## config.mk

```make
export PLATFORM = sky130hd
export DESIGN_NAME = block_xfer_channel
export DESIGN_NICKNAME = d
export VERILOG_FILES = /design/src/verilog/btc_pkg.sv /design/src/verilog/block_xfer_channel.sv
export SDC_FILE = /design/constraint.sdc
export NUM_CORES = 1
export LEC_CHECK = 0
export BUFFER_PORTS_ARGS = -buffer_cell sky130_fd_sc_hd__buf_2
export CORE_MARGIN = 1
export CORE_UTILIZATION = 25
export DETAILED_ROUTE_END_ITERATION = 8
export PLACE_DENSITY_LB_ADDON = 0.25
export SYNTH_ARGS = -nofsm -noshare
export SYNTH_HDL_FRONTEND = slang
export SYNTH_SLANG_ARGS = --single-unit
export TNS_END_PERCENT = 100
```

## constraint.sdc

```tcl
create_clock -name core_clk -period 2.9 [get_ports core_clk]
set_input_delay 0 -clock core_clk [delete_from_list [all_inputs] [get_ports core_clk]]
set_output_delay 0 -clock core_clk [all_outputs]
set_load 0.01 [all_outputs]
```

## src/verilog/btc_pkg.sv

```systemverilog
// Shared constants and types for the block transfer channel.
// Assumes a 16-bit word whose bit 0 is the most significant (sign) bit.
package btc_pkg;
  // ----------------------------------------------------------------
  // Word and counter geometry
  // ----------------------------------------------------------------
  localparam int WORD_W    = 16;
  localparam int ADDR_W    = 15;
  localparam int CNT_W     = 16;  // Wide enough to hold 32768
  localparam int UNIT_W    = 4;   // Up to 16 units per channel
  localparam int MAX_CHANS = 8;
  localparam logic [CNT_W-1:0] MAX_BLOCK = 16'h8000; // 32,768 words

  // Bit 0 (sign) is the MSB; bit 13 sits two places above the LSB
  localparam int TERM_POS  = WORD_W - 1 - 0;
  localparam int STORE_POS = WORD_W - 1 - 13;

  // ----------------------------------------------------------------
  // Dedicated memory locations (octal 1060 .. 1077)
  // ----------------------------------------------------------------
  localparam logic [ADDR_W-1:0] LOC_BASE = 15'h0230; // Octal 1060
  localparam logic [ADDR_W-1:0] LOC_LAST = 15'h023F; // Octal 1077

  // ----------------------------------------------------------------
  // Buffering
  // ----------------------------------------------------------------
  localparam int FIFO_DEPTH = 16;

  // ----------------------------------------------------------------
  // Memory cycle request towards the priority arbiter
  // ----------------------------------------------------------------
  typedef struct packed {
    logic              req;
    logic              write;
    logic [ADDR_W-1:0] addr;
    logic [WORD_W-1:0] wdata;
  } mem_cmd_t;

  typedef enum logic [2:0] {
    ST_IDLE, ST_FETCH_ADDR, ST_FETCH_CNT, ST_READY, ST_XFER, ST_STORE
  } chan_state_t;
endpackage : btc_pkg

```

## src/verilog/block_xfer_channel.sv

```systemverilog
// Block transfer channel: address and count counters, initialisation,
// cycle stealing for unit words, automatic re-initialisation.
// Assumes the arbiter pulses mem_avail for one cycle per granted
// request, with read data valid in that same cycle.
//
// Functional notes
// Address and count counters, full words
// Blocks up to 32,768 words each
// Up to 16 units, one selected
// Locations octal 1060 plus 2(n-1)
// Each word: address up, count down
// Sign bit of count sets terminate
// Initialise fetches address word first
// Count word fetched right after address
// Request cycle, connect unit, one word
// Unit starts every word transfer
// Unit raises initialise on command
// Zero count, no terminate: refetch
// Interrupt after automatic re-initialisation
// Terminate: interrupt, idle, ignore requests
// Command bit 13 stores address back
// Pending cycle first, then store back
// Unit holds maximum rate line (not modelled: the channel has no such input)
// Reset clears latch, pending, idles
`timescale 1ns/1ps

// ------------------------------------------------------------------
// Word FIFO between the unit and the memory side
// ------------------------------------------------------------------
module word_fifo #(
  parameter int WIDTH = 16,
  parameter int DEPTH = 16
) (
  input  wire logic             core_clk,
  input  wire logic             arst_n,
  input  wire logic [WIDTH-1:0] in_data,
  input  wire logic             in_valid,
  output logic                  in_ready,
  output logic      [WIDTH-1:0] out_data,
  output logic                  out_valid,
  input  wire logic             out_ready
);
  localparam int PW = $clog2(DEPTH);
  logic [WIDTH-1:0] mem [DEPTH];
  logic [PW-1:0]    wr_ptr;
  logic [PW-1:0]    rd_ptr;
  logic [PW:0]      fill;
  logic             push;
  logic             pop;
  assign push      = in_valid && in_ready;
  assign pop       = out_valid && out_ready;
  assign out_data  = mem[rd_ptr];
  assign out_valid = (fill != '0);
  // Storage has no reset; only pointers, fill level and ready need a defined value
  always_ff @(posedge core_clk) begin
    if (push) begin
      mem[wr_ptr] <= in_data;
    end
  end
  // Pointers and fill level
  always_ff @(posedge core_clk or negedge arst_n) begin
    if (!arst_n) begin
      wr_ptr <= '0;
      rd_ptr <= '0;
      fill   <= '0;
    end else begin
      if (push) wr_ptr <= wr_ptr + 1'b1;
      if (pop)  rd_ptr <= rd_ptr + 1'b1;
      fill <= fill + (PW+1)'(push) - (PW+1)'(pop);
    end
  end
  // Registered ready leaves a spare slot, so full is never overrun
  always_ff @(posedge core_clk or negedge arst_n) begin
    if (!arst_n) begin
      in_ready <= 1'b0;
    end else begin
      in_ready <= (fill + (PW+1)'(push) - (PW+1)'(pop))
                  < (PW+1)'(DEPTH - 1);
    end
  end
endmodule : word_fifo

// ------------------------------------------------------------------
// Channel controller
// ------------------------------------------------------------------
module block_xfer_channel
  import btc_pkg::*;
#(
  parameter int CHAN_NUM = 1  // Channel 1..8
) (
  input  wire logic              core_clk,
  input  wire logic              arst_n,
  // Unit side
  input  wire logic              init_req,
  input  wire logic [UNIT_W-1:0] unit_sel,
  input  wire logic              cmd_strobe,
  input  wire logic [WORD_W-1:0] cmd_word,
  input  wire logic [WORD_W-1:0] unit_data,
  input  wire logic              unit_valid,
  output logic                   unit_ready,
  output logic                   unit_connect,
  output logic [UNIT_W-1:0]      selected_unit,
  output logic                   block_irq,
  output logic                   active,
  // Arbiter and memory side
  output mem_cmd_t               mem_cmd,
  input  wire logic              mem_avail,
  input  wire logic [WORD_W-1:0] mem_rdata
);
  // ----------------------------------------------------------------
  // Dedicated locations for this channel
  // ----------------------------------------------------------------
  localparam logic [ADDR_W-1:0] LOC_CWA =
    LOC_BASE + ADDR_W'(2 * (CHAN_NUM - 1));
  localparam logic [ADDR_W-1:0] LOC_CNT = LOC_CWA + 1'b1;
  chan_state_t       state;
  chan_state_t       next_state;
  logic [ADDR_W-1:0] current_word_address;
  logic [CNT_W-1:0]  remaining_word_count;
  logic              term_latch;
  logic              store_pending;
  logic              reinit;
  logic [WORD_W-1:0] fifo_data;
  logic              fifo_valid;
  logic              fifo_pop;
  logic              grant_xfer;
  logic              last_word;
  logic              store_cmd;
  assign grant_xfer = (state == ST_XFER) && mem_avail;
  assign fifo_pop   = grant_xfer;
  assign last_word  = (remaining_word_count == CNT_W'(1));
  assign store_cmd  = cmd_strobe && cmd_word[STORE_POS];
  // Back-pressure: the FIFO only drains on granted cycles
  word_fifo #(
    .WIDTH (WORD_W),
    .DEPTH (FIFO_DEPTH)
  ) u_fifo (
    .core_clk  (core_clk),
    .arst_n    (arst_n),
    .in_data   (unit_data),
    .in_valid  (unit_valid),
    .in_ready  (unit_ready),
    .out_data  (fifo_data),
    .out_valid (fifo_valid),
    .out_ready (fifo_pop)
  );
  // ----------------------------------------------------------------
  // Sequencer
  // ----------------------------------------------------------------
  // Next state; each memory state waits for its own grant
  always_comb begin
    next_state = state;
    case (state)
      ST_IDLE: begin
        if (init_req) next_state = ST_FETCH_ADDR;
      end
      ST_FETCH_ADDR: begin
        if (mem_avail) next_state = ST_FETCH_CNT;
      end
      ST_FETCH_CNT: begin
        if (mem_avail) next_state = ST_READY;
      end
      ST_READY: begin
        if (init_req)           next_state = ST_FETCH_ADDR;
        else if (store_pending) next_state = ST_STORE;
        else if (fifo_valid)    next_state = ST_XFER;
      end
      ST_XFER: begin
        if (mem_avail) begin
          if (last_word && term_latch) next_state = ST_IDLE;
          else if (last_word)     next_state = ST_FETCH_ADDR;
          else if (store_pending || store_cmd)
            next_state = ST_STORE;
          else                    next_state = ST_READY;
        end
      end
      ST_STORE: begin
        if (mem_avail) next_state = ST_READY;
      end
      default: next_state = ST_IDLE;
    endcase
  end
  // State register; reset parks the channel idle
  always_ff @(posedge core_clk or negedge arst_n) begin
    if (!arst_n) state <= ST_IDLE;
    else         state <= next_state;
  end
  // Address and count counters
  always_ff @(posedge core_clk or negedge arst_n) begin
    if (!arst_n) begin
      current_word_address <= '0;
      remaining_word_count <= '0;
    end else if (state == ST_FETCH_ADDR && mem_avail) begin
      current_word_address <= mem_rdata[ADDR_W-1:0];
    end else if (state == ST_FETCH_CNT && mem_avail) begin
      // A zero length field stands for the largest block
      remaining_word_count <= (mem_rdata[ADDR_W-1:0] == '0)
        ? MAX_BLOCK : CNT_W'(mem_rdata[ADDR_W-1:0]);
    end else if (grant_xfer) begin
      current_word_address <= current_word_address + 1'b1;
      remaining_word_count <= remaining_word_count - 1'b1;
    end
  end
  // Terminate latch from the sign bit of the count word
  always_ff @(posedge core_clk or negedge arst_n) begin
    if (!arst_n) begin
      term_latch <= 1'b0;
    end else if (state == ST_FETCH_CNT && mem_avail) begin
      term_latch <= mem_rdata[TERM_POS];
    end
  end
  // Re-initialisation marker, so the interrupt follows the refetch
  always_ff @(posedge core_clk or negedge arst_n) begin
    if (!arst_n) begin
      reinit <= 1'b0;
    end else if (grant_xfer && last_word && !term_latch) begin
      reinit <= 1'b1;
    end else if (state == ST_FETCH_CNT && mem_avail) begin
      reinit <= 1'b0;
    end
  end
  // Store-back request; a new command beats the clear
  always_ff @(posedge core_clk or negedge arst_n) begin
    if (!arst_n) begin
      store_pending <= 1'b0;
    end else if (store_cmd && state != ST_IDLE) begin
      store_pending <= 1'b1;
    end else if (state == ST_STORE && mem_avail) begin
      store_pending <= 1'b0;
    end
  end
  // ----------------------------------------------------------------
  // Registered outputs
  // ----------------------------------------------------------------
  // Memory command follows the state being entered
  always_ff @(posedge core_clk or negedge arst_n) begin
    if (!arst_n) begin
      mem_cmd <= '0;
    end else begin
      mem_cmd <= '0;
      case (next_state)
        ST_FETCH_ADDR: begin
          mem_cmd.req  <= 1'b1;
          mem_cmd.addr <= LOC_CWA;
        end
        ST_FETCH_CNT: begin
          mem_cmd.req  <= 1'b1;
          mem_cmd.addr <= LOC_CNT;
        end
        ST_XFER: begin
          mem_cmd.req   <= 1'b1;
          mem_cmd.write <= 1'b1;
          mem_cmd.addr  <= current_word_address;
          mem_cmd.wdata <= fifo_data;
        end
        ST_STORE: begin
          mem_cmd.req   <= 1'b1;
          mem_cmd.write <= 1'b1;
          mem_cmd.addr  <= LOC_CWA;
          // Address after the word in flight has been counted
          mem_cmd.wdata <= WORD_W'(grant_xfer
            ? current_word_address + 1'b1 : current_word_address);
        end
        default: ;
      endcase
    end
  end
  // Unit selection is captured when a unit initialises
  always_ff @(posedge core_clk or negedge arst_n) begin
    if (!arst_n) begin
      selected_unit <= '0;
    end else if (init_req && (state == ST_IDLE || state == ST_READY)) begin
      selected_unit <= unit_sel;
    end
  end
  // Connect strobe, interrupt pulse and activity level
  always_ff @(posedge core_clk or negedge arst_n) begin
    if (!arst_n) begin
      unit_connect <= 1'b0;
      block_irq    <= 1'b0;
      active       <= 1'b0;
    end else begin
      unit_connect <= grant_xfer;
      block_irq    <= (grant_xfer && last_word && term_latch)
                   || (state == ST_FETCH_CNT && mem_avail && reinit);
      active       <= (next_state != ST_IDLE);
    end
  end
endmodule : block_xfer_channel

```

Word-level counts from Yosys, hierarchy flattened
Memory sizes are Yosys's and may differ from the RTL's.
Index checks and enable logic that the tools add are counted.
{"block": "totals", "reg_bits": 91, "mem_bits_rw": 256, "input_bits": 58, "out_inout_bits": 41, "word_cells": 100, "mem_count": 1}
{"memory": "u_fifo.mem", "words": 16, "width": 16, "read_ports": 1, "rd_ports_with_merged_regs": 0, "write_ports": 1, "line_no": "block_xfer_channel.sv:44", "text": "logic [WIDTH-1:0] mem [DEPTH];"}
{"block": "op_classes", "n_addsub": 7, "magnitude_cmp": 1, "n_eq_ne": 11, "muxes": 28, "bitwise": 1, "n_reduce_logical": 33}
{"operator": "$mux 16", "count": 4}
{"operator": "$mux 15", "count": 3}
{"operator": "$pmux 15 s3", "count": 1}
{"operator": "$pmux 16 s2", "count": 1}
{"operator": "$mux 3", "count": 10}
{"operator": "$add 15x1->16 const B", "count": 1}
{"operator": "$eq 16x1->1 const B", "count": 1}
{"operator": "$sub 16x1->16 const B", "count": 1}
{"operator": "$add 15x1->15 const B", "count": 1}
{"operator": "$logic_not 15->1", "count": 1}
{"operator": "$pmux 3 s5", "count": 1}
{"operator": "$logic_and 1x1->1", "count": 14}
{"operator": "$eq 3x3->1 const B", "count": 4}
{"operator": "$eq 3x2->1 const B", "count": 3}
{"operator": "$add 4x1->4 const B", "count": 2}
{"operator": "$mux 1", "count": 8}
{"operator": "$reduce_bool 2->1", "count": 4}
{"operator": "$eq 3x1->1 const B", "count": 2}
{"operator": "$reduce_bool 3->1", "count": 2}
{"operator": "$reduce_or 2->1", "count": 3}
{"operator": "$add 5x1->5", "count": 1}
{"operator": "$lt 5x4->1 const B", "count": 1}
{"operator": "$reduce_bool 5->1", "count": 1}
{"operator": "$sub 5x1->5", "count": 1}
{"operator": "other kinds (7)", "count": 10}

Depth between registers and ports, before layout
{"block": "logic_depth", "ltp_word": 10, "mapped_depth": 15, "ltp_nobuf": 15}

Cells and area by module
A second synthesis with hierarchy kept.
{"block": "hier_totals", "hier_cells": 867, "area_unflattened_um2": 14228.6}
{"mod": "word_fifo", "instances": 1, "cells_each": 478, "area_per_inst_um2": 10412.5}
{"mod": "block_xfer_channel", "instances": 1, "cells_each": 389, "area_per_inst_um2": 3816.2}

Least setup slack after synthesis
Ideal clock, no wire load.
{"block": "synth_timing", "kind": "register to register", "from": "register u_fifo.fill[3]", "to": "register u_fifo.in_ready", "t_arrival_ns": 2.521, "required_time_ns": 2.812, "path_slack_ns": 0.291, "path_stages_with_launch": 16, "cell_sequence": "dfrtp_1 -> inv_1 -> ha_1 -> nor4b_1 -> nor2_1 -> ha_1 -> inv_1 -> ha_1 -> inv_1 -> fa_1 -> inv_1 -> a21oi_1 -> nor2_1 -> nor2_1 -> xnor2_1 -> a41oi_1"}
{"block": "synth_via", "elab_chain_cells": 4, "word_cells_on_any_way": 5}
{"item": "from (decl)", "line_no": "block_xfer_channel.sv:47", "text": "logic [PW:0] fill;"}
{"item": "from (signal assigned)", "line_no": "block_xfer_channel.sv:69", "text": "fill <= fill + (PW+1)'(push) - (PW+1)'(pop);"}
{"item": "$reduce_bool 5->1", "line_no": "block_xfer_channel.sv:53", "text": "assign out_valid = (fill != '0);"}
{"item": "$logic_and 1x1->1", "line_no": "block_xfer_channel.sv:51", "text": "assign pop = out_valid && out_ready;"}
{"item": "net u_fifo.pop", "line_no": "block_xfer_channel.sv:49", "text": "logic pop;"}
{"item": "$sub 5x1->5", "line_no": "block_xfer_channel.sv:77", "text": "in_ready <= (fill + (PW+1)'(push) - (PW+1)'(pop))"}
{"item": "$lt 5x4->1", "line_no": "block_xfer_channel.sv:78", "text": "< (PW+1)'(DEPTH - 1);"}
{"item": "to (signal assigned)", "line_no": "block_xfer_channel.sv:77"}
{"item": "to (decl)", "line_no": "block_xfer_channel.sv:38", "text": "output logic in_ready,"}
The timed path passes the listed nets, and every way through them passes these cells.
A chain may end at the register's enable or synchronous reset.

Worst setup path after layout
{"block": "layout_timing", "from": "register state[2]", "to": "register u_fifo.in_ready"}
{"block": "layout_via", "elab_chain_cells": 5}
{"item": "from (decl)", "line_no": "block_xfer_channel.sv:116", "text": "chan_state_t state;"}
{"item": "from (signal assigned)", "line_no": "block_xfer_channel.sv:186", "text": "else state <= next_state;"}
{"item": "$eq 3x3->1", "line_no": "block_xfer_channel.sv:129", "text": "assign grant_xfer = (state == ST_XFER) && mem_avail;"}
{"item": "$logic_and 1x1->1", "line_no": "block_xfer_channel.sv:129"}
{"item": "$logic_and 1x1->1", "line_no": "block_xfer_channel.sv:51"}
{"item": "net u_fifo.pop", "line_no": "block_xfer_channel.sv:49"}
{"item": "$sub 5x1->5", "line_no": "block_xfer_channel.sv:77"}
{"item": "$lt 5x4->1", "line_no": "block_xfer_channel.sv:78"}
The timed path passes the listed nets, and every way through them passes these cells.

==> impl_results.md <==
- Net Count, Synth: 927
- Placed cell area: around 16000 um^2
- Setup repair bufs after CTS: 0
- Sw Ratio: between 30% and 40%
- Post-route setup slack: 267 ps
- RSZ-0062 raised after global routing: false
- Hold path depth: 4
- Input/output buffers: 83
- Arrival @ worst endpoint: between 3000 and 4000 ps
- Minimum clock period: 2630 ps
- CTS tree: built
- Most frequent cells in the layout: 256 x edfxtp_1, 88 x dfrtp_1, 82 x buf_2, 64 x mux4_2, 50 x nor2_1
- Maximum Capacitance Violations: 0
- Post-DR vias/cell: between 4 and 5
- Post-Synthesis Cells: between 800 and 900
- Kind of critical path: reg -> reg
- Sequential-to-total area share from yosys stat: about 70%
- CP Max Fanout: 8
- # clock sinks: 347
- Crit start category: flip-flop
- DR DRC count: 0
- Seq pwr share: a little over two fifths
- Synthesis-to-layout area growth: 23.1%
- Psw: between 5 and 6 mW
- WL per Instance: 19.8 um
- Max Clk Rate: about 380 MHz
- Syn. warnings: 0
- Number of enable flip-flop cells after synthesis: roughly 260
- Full die area: 57500 um^2
- Clock-pin slew on the worst setup and hold paths: approximately 60 ps
- Multi-input combinational cell area: between 3000 and 4000 um^2
- Placer Congestion: between 0.7 and 0.8
- Io pins: roughly 100
- Final setup TNS: 0 ps
- Library cells used by synthesis: 57
- Worst-Skew Late Latency: 540 ps
- Share of layout cells above drive strength 1: 25.1%
- Largest net degree at the start of global routing: 34
- CTS root buffer: clkbuf_16
- Power Density: 932 nW/um^2
- Core footprint: 55500 um^2
- Dpl ws: around 200 ps
- CP Capture Type: flip-flop
- H-tree Lvls: 2
- DR vias: ~8000
- Max-slew violations: 0
- Post-DP HPWL: 22.1 mm
- Final instance area: ~17000 um^2
- CTS buffer count: 38
- Worst-margin pin slew: approximately 1100 ps
- Max IR drop VDD: between 0.0004 and 0.0005 V
- Synth Register Bits: around 350
- P_leak: 6.18 nW
- Die Y: between 200 and 250 um
- Routed wire length: around 36 mm
- Flip-flop and latch area: ~10000 um^2
- Initial core utilization: 25.5%
- Total GRT Usage: about an eighth
- Hold Vio Cnt, Final: 0
- Slew Limit Headroom: 27.6%
- First-pass GRT wire length: 53.7 mm
- Nets@finish: between 1000 and 1500
- Die width: approximately 240 um
- Dpl cells: between 1500 and 2000
- Clock skew: roughly 15 ps
- Fillers: 5543
- Clk network pwr share: slightly below 30%
- Main synth FF type: edfxtp_1
- Outcome: completed
- Syn avg cell area: roughly 17 um^2
- Hold WC Path Type: in -> reg
- Logic pwr share: between 20 and 30%
- Max clock buf depth: 3
- Final setup viols: 0
- Overflow after GRT: 0
- Std-Cell Rows: 86
- Fin util: between 30% and 40%
- Drt pass-1 iters: 5
- Final Cycle Share: roughly nine tenths
- Post-Syn Area: roughly 14000 um^2
- Non-filler cells, final: 1800
- DR iter-0 viols: approximately 500
- Internal: roughly 11 mW
- Antenna violations before repair: 3
- Async SR Flop Fraction: between 20% and 30%
- Critical Path RT: approximately 3300 ps
- Commonest non-fill, non-tap cell in the layout: edfxtp_1
- Number of global-route vias before repair: 8302
- R2R depth: 14
- Final ANT Viol Nets: 0
stage by stage:
| stage | hold slack, ps | total power, mW |
|---|---|---|
| after floorplan | -296 | 9.77 |
| after CTS | 16.0 | 16.4 |
| final | 42.3 | 16.2 |
| after global routing | 81.6 | 17.1 |
| after global placement | 0.728 | 11.5 |
| after detailed placement | 1.91 | 11.5 |
Yosys cell counts, drive strengths merged, types with 17 or more instances:
library cell / instances / area [um^2]
a211oi: 32 / 240
a21oi: 41 / 205
buf: 22 / 113
clkbuf: 21 / 78.8
dfrtp: 91 / 2280
edfxtp: 256 / 7690
inv: 22 / 82.6
mux2i: 17 / 170
mux4: 64 / 1440
nand2: 32 / 120
nor2: 50 / 188
nor2b: 19 / 119
o21ai: 20 / 100
xnor2: 27 / 236
timing repair:
item | 4_1_cts | 5_1_grt
endpoints found under the setup margin | 0 | 1
hold buffers | 44 | 0
gates resized for setup | 0 | 1
endpoints found under the hold margin | 386 | 0
cell type report:
type / instances / area share (%)
Inverter: 22 / 0.474
Tap cell: 748 / 5.38
Clock buffer: 52 / 6.12
Timing Repair Buffer: 171 / 7.26
Antenna cell: 1 / 0.0144
Clock inverter: 17 / 1.03
Sequential cell: 347 / 57.3
Multi-Input combinational cell: 442 / 22.4
power groups by stage:
stage	logic, mW	clock network, mW	registers, mW
after floorplan	3.10	0	6.67
after global placement	4.60	0	6.86
after detailed placement	4.63	0	6.86
after CTS	4.72	4.96	6.77
after global routing	5.15	5.14	6.86
final	4.64	4.84	6.76
critical path, cell delays in order (launching register included):
cell and delay [ps]:
dfrtp_1 470, nor2b_1 300, nand3b_1 140, nor2_1 170, ha_1 250, inv_1 60, ha_1 150, inv_1 50
fa_1 390, inv_1 70, a21oi_1 60, nor2_1 90, nor2_1 60, xnor2_1 180, a41oi_1 60
worst paths after layout:
kind	start	to	slack, ps
worst max-delay path	state[2]	u_fifo.in_ready	270
worst min-delay path	init_req	state[1]	40
worst max register to register	state[2]	u_fifo.in_ready	270
worst min register to register	selected_unit[0]	selected_unit[0]	500
max in group asynchronous	arst_n	unit_connect	680
min in group asynchronous	arst_n	current_word_address[3]	480
logic make-up (layout without fill, tap and decap cells):
group                      after synthesis  in the layout  share of synthesized area (%)
other                                    0              1                              0
AOI/OAI and AO/OA                      112            112                           5.04
DFF                                    347            347                           70.5
buffers and inverters                   65            262                           1.94
xor gates and xnor gates                38             38                           2.35
adders and majority gates               15             15                           1.38
and+or+nand+nor                        191            191                           7.03
muxes                                   86             86                           11.8
routing by layer:
layer  share of wire [%]  global-route usage, %
met5               0.076                      0
met4                 1.3                   2.39
met3                 4.3                   2.40
met2                  46                   20.2
met1                  48                   17.7
state kept, by name, indices dropped and copies added, names as in the netlist, 3 cells and up:
signal                flops
mem_cmd                  33
current_word_address     15
remaining_word_count     16
u_fifo.mem              256
state                     3
u_fifo.fill               5
u_fifo.wr_ptr             4
selected_unit             4
u_fifo.rd_ptr             4
No activity file was read; power rests on OpenSTA's default activity.
